$ cat config.mk
export PLATFORM = sky130hd
export DESIGN_NAME = system_status_readout
export DESIGN_NICKNAME = d
export VERILOG_FILES = /design/src/core/sticky_event_bit.v /design/src/core/system_status_readout.v
export VERILOG_INCLUDE_DIRS = /design/src /design/src/shared
export SDC_FILE = /design/constraint.sdc
export NUM_CORES = 1
export LEC_CHECK = 0
export BUFFER_PORTS_ARGS = -buffer_cell sky130_fd_sc_hd__buf_2
export CAP_MARGIN = 20
export CORE_MARGIN = 2
export CORE_UTILIZATION = 35
export DETAILED_ROUTE_END_ITERATION = 8
export PLACE_DENSITY = 0.64
export REMOVE_ABC_BUFFERS = 1
export SETUP_SLACK_MARGIN = 0.2
export SKIP_LAST_GASP = 1
export SYNTH_ARGS = -nofsm -noshare
export SYNTH_HDL_FRONTEND = slang
export SYNTH_SLANG_ARGS = --single-unit
$ cat constraint.sdc
create_clock -name clk_in -period 3.81 [get_ports clk_in]
set_input_delay 0.381 -clock clk_in [delete_from_list [all_inputs] [get_ports clk_in]]
set_output_delay 0.381 -clock clk_in [all_outputs]
set_load 0.05 [all_outputs]
$ cat src/shared/status_readout_map.vh
// register map and field constants for the system status readout
//
// Summary of operation
// - input voltage in word one bits 31-16, /10
// - decoded speed command in bits 15-1
// - bit 0 set when pin sequence entered
// - 4-bit state code in word two bits 31-28
// - codes 0..F as listed, B never reported
// - bit 17 set when self-test failed
// - electrical speed in bits 15-0, /10
// - word one at index E4, read-only, reset zero
// - word two at index EA, read-only, reset zero
`ifndef STATUS_READOUT_MAP_VH
`define STATUS_READOUT_MAP_VH

// ======================================================================
// register indices; byte address is four times the index
`define IDX_STATUS_VOLT_CMD 8'hE4
`define IDX_STATUS_STATE_SPEED 8'hEA
`define IDX_EVENT_STATUS 8'hF0
`define IDX_EVENT_MASK 8'hF1
`define ADDR_LSB 2
`define ADDR_IDX_W 8

// ======================================================================
// field positions, word one
`define VOLT_HI 31
`define VOLT_LO 16
`define CMD_HI 15
`define CMD_LO 1
`define ENTRY_BIT 0

// ======================================================================
// field positions, word two
`define STATE_HI 31
`define STATE_LO 28
`define STL_BIT 17
`define MSPEED_HI 15
`define MSPEED_LO 0

// ======================================================================
// state codes
`define ST_SYSTEM_IDLE 4'h0
`define ST_MOTOR_START 4'h1
`define ST_MOTOR_RUN 4'h2
`define ST_SYSTEM_INIT 4'h3
`define ST_POSITION_DETECT 4'h4
`define ST_MOTOR_ALIGN 4'h5
`define ST_MOTOR_IDLE 4'h6
`define ST_MOTOR_STOP 4'h7
`define ST_FAULT 4'h8
`define ST_DIRECTION 4'h9
`define ST_SENSOR_ALIGN 4'hA
`define ST_UNUSED 4'hB
`define ST_COASTING 4'hC
`define ST_DECELERATING 4'hD
`define ST_BRAKING 4'hE
`define ST_NOT_APPLICABLE 4'hF

// ======================================================================
// event bits in the event status and mask registers
`define EV_STATE_CHANGE 0
`define EV_FAULT_ENTRY 1
`define EV_SELF_TEST_FAIL 2
`define EV_SERIAL_ENTRY 3
`define EV_COUNT 4

// ======================================================================
// reset values
`define RESET_WORD 32'h0000_0000
`define RESET_STATE 4'h0
`define RESET_EVENTS 4'h0

`endif

$ cat src/core/sticky_event_bit.v
// one sticky event flag, set by hardware, cleared by writing one
`timescale 1ns/1ps
module sticky_event_bit (
  input wire clk_in,
  input wire reset_n_in,
  input wire set_in,
  input wire clear_in,
  output wire flag_out
);
  reg flag_q;
  reg flag_d;

  // set beats clear so an event in the clear cycle survives
  always @* begin
    flag_d = flag_q;
    if (clear_in) begin
      flag_d = 1'b0;
    end
    if (set_in) begin
      flag_d = 1'b1;
    end
  end

  always @(posedge clk_in or negedge reset_n_in) begin
    if (!reset_n_in) begin
      flag_q <= 1'b0;
    end else begin
      flag_q <= flag_d;
    end
  end

  assign flag_out = flag_q;
endmodule

$ cat src/core/system_status_readout.v
// apb bank of two read-only system status words with event interrupt
`timescale 1ns/1ps
`include "status_readout_map.vh"
module system_status_readout #(
  parameter ADDR_W = 12
) (
  input wire clk_in,
  input wire reset_n_in,
  // ======================================================================
  // apb slave
  input wire psel_in,
  input wire penable_in,
  input wire pwrite_in,
  input wire [ADDR_W-1:0] paddr_in,
  input wire [31:0] pwdata_in,
  input wire [3:0] pstrb_in,
  output wire pready_out,
  output wire [31:0] prdata_out,
  output wire pslverr_out,
  // ======================================================================
  // status sources from the controller core
  input wire [15:0] input_voltage_value_in,
  input wire [14:0] speed_cmd_value_in,
  input wire serial_entry_by_pins_in,
  input wire [3:0] controller_state_in,
  input wire self_test_fail_flag_in,
  input wire [15:0] motor_speed_value_in,
  // ======================================================================
  // interrupt
  output wire irq_out
);

  // ======================================================================
  // captured status fields
  reg [15:0] volt_q;
  reg [14:0] cmd_q;
  reg entry_q;
  reg [3:0] state_q;
  reg [3:0] state_d;
  reg stl_q;
  reg [15:0] mspeed_q;

  // code B is never reported; keep the last legal code instead
  always @* begin
    case (controller_state_in)
      `ST_UNUSED: state_d = state_q;
      default: state_d = controller_state_in;
    endcase
  end

  always @(posedge clk_in or negedge reset_n_in) begin
    if (!reset_n_in) begin
      volt_q <= 16'h0000;
      cmd_q <= 15'h0000;
      entry_q <= 1'b0;
      state_q <= `RESET_STATE;
      stl_q <= 1'b0;
      mspeed_q <= 16'h0000;
    end else begin
      volt_q <= input_voltage_value_in;
      cmd_q <= speed_cmd_value_in;
      entry_q <= serial_entry_by_pins_in;
      state_q <= state_d;
      stl_q <= self_test_fail_flag_in;
      mspeed_q <= motor_speed_value_in;
    end
  end

  // ======================================================================
  // assembled words; reserved bits tied to zero
  wire [31:0] word_volt_cmd;
  wire [31:0] word_state_speed;

  assign word_volt_cmd = {volt_q, cmd_q, entry_q};
  assign word_state_speed = {state_q, 10'h000, stl_q, 1'b0, mspeed_q};

  // ======================================================================
  // event detection
  reg stl_prev_q;
  reg entry_prev_q;
  reg [3:0] state_prev_q;
  wire [`EV_COUNT-1:0] ev_set;

  always @(posedge clk_in or negedge reset_n_in) begin
    if (!reset_n_in) begin
      stl_prev_q <= 1'b0;
      entry_prev_q <= 1'b0;
      state_prev_q <= `RESET_STATE;
    end else begin
      stl_prev_q <= stl_q;
      entry_prev_q <= entry_q;
      state_prev_q <= state_q;
    end
  end

  assign ev_set[`EV_STATE_CHANGE] = (state_q != state_prev_q);
  assign ev_set[`EV_FAULT_ENTRY] = (state_q == `ST_FAULT) && (state_prev_q != `ST_FAULT);
  assign ev_set[`EV_SELF_TEST_FAIL] = stl_q && !stl_prev_q;
  assign ev_set[`EV_SERIAL_ENTRY] = entry_q && !entry_prev_q;

  // ======================================================================
  // apb decode
  wire [`ADDR_IDX_W-1:0] idx;
  wire setup_phase;
  wire access_phase;
  wire hit_volt_cmd;
  wire hit_state_speed;
  wire hit_ev_status;
  wire hit_ev_mask;
  wire hit_any;
  wire addr_in_range;

  assign idx = paddr_in[`ADDR_LSB+`ADDR_IDX_W-1:`ADDR_LSB];
  // upper address bits beyond the index must be zero, low two bits too
  assign addr_in_range = (paddr_in[`ADDR_LSB-1:0] == 2'b00) &&
                         ((paddr_in >> (`ADDR_LSB + `ADDR_IDX_W)) == {ADDR_W{1'b0}});
  assign setup_phase = psel_in && !penable_in;
  assign access_phase = psel_in && penable_in;
  assign hit_volt_cmd = addr_in_range && (idx == `IDX_STATUS_VOLT_CMD);
  assign hit_state_speed = addr_in_range && (idx == `IDX_STATUS_STATE_SPEED);
  assign hit_ev_status = addr_in_range && (idx == `IDX_EVENT_STATUS);
  assign hit_ev_mask = addr_in_range && (idx == `IDX_EVENT_MASK);
  assign hit_any = hit_volt_cmd || hit_state_speed || hit_ev_status || hit_ev_mask;

  // ======================================================================
  // event status and mask
  wire [`EV_COUNT-1:0] ev_flags;
  wire [`EV_COUNT-1:0] ev_clear;
  wire wr_take;
  reg [`EV_COUNT-1:0] mask_q;

  // write effect at the single access edge; pready is always high
  assign wr_take = access_phase && pwrite_in;
  assign ev_clear = (wr_take && hit_ev_status && pstrb_in[0]) ?
                    pwdata_in[`EV_COUNT-1:0] : `RESET_EVENTS;

  genvar g;
  generate
    for (g = 0; g < `EV_COUNT; g = g + 1) begin : g_ev
      sticky_event_bit u_flag (
        .clk_in(clk_in),
        .reset_n_in(reset_n_in),
        .set_in(ev_set[g]),
        .clear_in(ev_clear[g]),
        .flag_out(ev_flags[g])
      );
    end
  endgenerate

  always @(posedge clk_in or negedge reset_n_in) begin
    if (!reset_n_in) begin
      mask_q <= `RESET_EVENTS;
    end else if (wr_take && hit_ev_mask && pstrb_in[0]) begin
      mask_q <= pwdata_in[`EV_COUNT-1:0];
    end
  end

  assign irq_out = |(ev_flags & mask_q);

  // ======================================================================
  // read data and error, captured in the setup cycle
  reg [31:0] rdata_q;
  reg [31:0] rdata_d;
  reg err_q;

  // status words ignore writes entirely; only reads see them
  always @* begin
    rdata_d = 32'h0000_0000;
    if (!pwrite_in) begin
      if (hit_volt_cmd) begin
        rdata_d = word_volt_cmd;
      end else if (hit_state_speed) begin
        rdata_d = word_state_speed;
      end else if (hit_ev_status) begin
        rdata_d = {{(32-`EV_COUNT){1'b0}}, ev_flags};
      end else if (hit_ev_mask) begin
        rdata_d = {{(32-`EV_COUNT){1'b0}}, mask_q};
      end
    end
  end

  always @(posedge clk_in or negedge reset_n_in) begin
    if (!reset_n_in) begin
      rdata_q <= `RESET_WORD;
      err_q <= 1'b0;
    end else if (setup_phase) begin
      rdata_q <= rdata_d;
      // unmapped index answers with an error, data zero
      err_q <= !hit_any;
    end
  end

  assign pready_out = 1'b1;
  assign prdata_out = rdata_q;
  assign pslverr_out = access_phase && err_q;

endmodule

==> summary.txt <==
Synthesis
  • Most frequently used flop master after synthesis: dfrtp_1
  • Async set or reset register ratio after synthesis: 1.00
  • Combinational family with the most area after synthesis: compound AO/OA/AOI/OAI gates
  • Post-synthesis sequential area ratio: 0.703
  • Yosys warning count: 0
  • Post-synthesis mux area share: 0.0285
  • Synth Area in XOR/XNOR: 0.00984
  • Yosys reg bits: 100
  • Share of the synthesized area in the top cell type: 0.703
  • Synth Area in Compound Gates: 0.131
  • Synth Area in Adders: 0
  • Post-synth EDFFs: 0
  • Mapped cell area: 3560 µm²
  • Library cells used by synthesis: 43
  • Synth Area in Simple Gates: 0.107
  • Instance count of the mapped netlist: 229
  • Synth Area per Inst: 15.5 µm²
  • Synth area leaders: dfrtp_1 70%, a221o_2 5.4%, a22o_1 3.4%, and2_1 3.0%, mux2_2 2.8%
  • Largest area contributor in the netlist: dfrtp_1

Pwr
  • PwrDens: 418 nW/µm²
  • Power consumption: 0.00184 W
  • Leak Pwr: 2.18 nW
  • VDD IR max: 0.215 mV

Cells and area
  • Total Nets Final: 448
  • Commonest non-fill, non-tap cells in the layout: 107 x buf_2, 100 x dfrtp_1, 17 x and2_1, 17 x a221o_2, 14 x a22o_1
  • Post-route cell area: 4410 µm²
  • Final Util: 0.449
  • Antenna Cells: 0
  • Commonest non-fill, non-tap cell in the layout: buf_2
  • Fraction of layout cells with a size suffix above 1: 0.462
  • Seq. cell area: 2500 µm²
  • Area occupied by multi-input gates: 988 µm²
  • Layout fillers: 966
  • Area added between synthesis and finish: 23.9%

Flow run
  • Max_cap viols: 0

GRT
  • First-pass GRT wire length: 11800 µm
  • Via count of the first global-routing pass: 2315
  • Largest net degree at the start of global routing: 74
  • Antenna violations before repair: 1
  • All-Layer GR Usage: 0.138
  • Remaining Overflow, GRT: 0

CTS
  • CTS max path bufs: 2
  • Post-CTS setup buffer count: 0
  • H-tree depth: 3
  • Worst skew pair latency: 0.37 ns
  • Clock Pin Slew Worst Setup and Hold Paths: 0.11 ns
  • Cts repair resizes: 0
  • Root buffer cell: clkbuf_8
  • CTS tree: yes
  • Num CTS Buffers: 9
  • Post-CTS Hold Buffers: 0
  • # clock sinks: 100

Worst setup path
  • Setup crit start kind: input pin
  • CP Capture Type: flip-flop
  • Critical setup path kind: in2reg
  • Worst path arrival time: 1.95 ns
  • FF-to-FF Start: state_prev_q[0]$_DFF_PN0_
  • Crit path required time: 4.11 ns
  • Peak fanout along the critical path: 28
  • Crit path launch: paddr_in[11]

Place
  • Gpl congestion: 0.732
  • Detailed placer's ending HPWL: 5090 µm
  • Area after DPL: 4230 µm²
  • Port Buffers: 108

Route
  • Routed Wire Length: 7260 µm
  • WL per Instance: 15.2 µm
  • Starting DRT DRC Count: 98
  • Remaining DRCs: 0
  • Routed Antenna Nets: 0
  • Vias: 2249
  • Via density: 4.70
  • Drt first pass iters: 4

STA
  • Clk_skew: 0.0106 ns
  • Final setup viols: 0
  • Fin Setup TNS: 0 ns
  • Max Freq: 0.608 GHz
  • Final period util: 0.431
  • Final min period: 1.64 ns
  • Final hold violation count: 0
  • RSZ-0062 raised after global routing: false
  • Slew Limit Fails: 0
  • Slew @ Worst Pin: 0.911 ns
  • Worst slew margin: 0.392

Floorplan
  • CORE AREA: 9820 µm²
  • Die X: 105 µm
  • Starting Density: 0.363
  • Die Area: 11000 µm²
  • I/O pins: 141
  • Chip height: 105 µm
  • Row cnt: 36

Worst hold path
  • HP Class: in2reg
  • Min-delay src: input_voltage_value_in[9]

Run status
  • Outcome: complete, no violations
-- sequential cells by signal (all words and copies together) (netlist names), 4 cells and up --
register / count
mask_q: 4
volt_q: 16
cmd_q: 15
g_ev.u_flag.flag_out: 4
state_prev_q: 4
state_q: 4
mspeed_q: 16
prdata_out: 32
-- through the flow --
step                      std cells  hold slack, ns  setup WS (ns)
after floorplan                 221          0.0854           2.24
after global placement          464           0.394           1.74
after detailed placement        464           0.404           1.73
after CTS                       479          0.0884           2.14
after global routing            479          0.0727           2.04
final                           479           0.107           2.17
-- synthesized netlist by cell type (all sizes together), types with 2 or more instances --
cell	instances
mux2	9
a22o	14
clkbuf	2
and2	18
xnor2	4
nor3b	2
and4	2
o22ai	3
nor4b	3
and3	2
a21oi	3
o31a	2
nand2	12
buf	6
o31ai	3
inv	4
a22oi	2
nor2	3
nand4	2
nand2b	2
dfrtp	100
a221o	17
-- where the power goes --
group | total [W] | internal, W | switching [W]
Combinational | 0.000101 | 0.0000438 | 0.0000569
Clock | 0.000634 | 0.000248 | 0.000386
Sequential | 0.00111 | 0.00109 | 0.0000149
Total | 0.00184 | 0.00139 | 0.000458
-- worst paths after layout --
path,endpoint,slack (ns),depth (start not counted)
worst max-delay path,prdata_out[6]$_DFFE_PN0P_,2.17,5
worst min-delay path,volt_q[9]$_DFF_PN0_,0.11,1
worst max register to register,g_ev[1].u_flag.flag_out$_DFFE_PN0P_,2.40,2
worst min register to register,stl_prev_q$_DFF_PN0_,0.42,0
max in group asynchronous,prdata_out[23]$_DFFE_PN0P_,2.76,2
min in group asynchronous,err_q$_DFFE_PN0P_,0.14,1
-- kinds of logic (layout without fill, tap and decap cells) --
| kind of cell | after synthesis | count (layout) |
|---|---|---|
| other cells | 1 | 1 |
| xor+xnor | 4 | 4 |
| flops | 100 | 100 |
| mux | 9 | 9 |
| compound gates | 52 | 52 |
| buf+inv | 12 | 129 |
| simple gates | 51 | 51 |
-- routing by layer --
metal  routed length [µm]  vias to the layer above  GRT usage
li1                     -                     1065          -
met1                 3180                     1089      0.176
met2                 3520                       81      0.220
met3                  432                       12     0.0430
met4                  110                        2     0.0543
met5                   16                        -          0
-- critical path, stage by stage --
cell and delay (ns):
buf_2 0.11, nor4_4 0.37, nand3_4 0.19, nor2_4 0.60, a221o_2 0.27
-- area by class of cell --
type,instances,area share
flip-flops and latches,100,0.567
multi-input cells,117,0.224
repair buffers,110,0.127
well taps,133,0.0377
clock buffers,9,0.0281
clock inverters,6,0.0128
inverters,4,0.00340
Power figures use the tool's default switching activity.
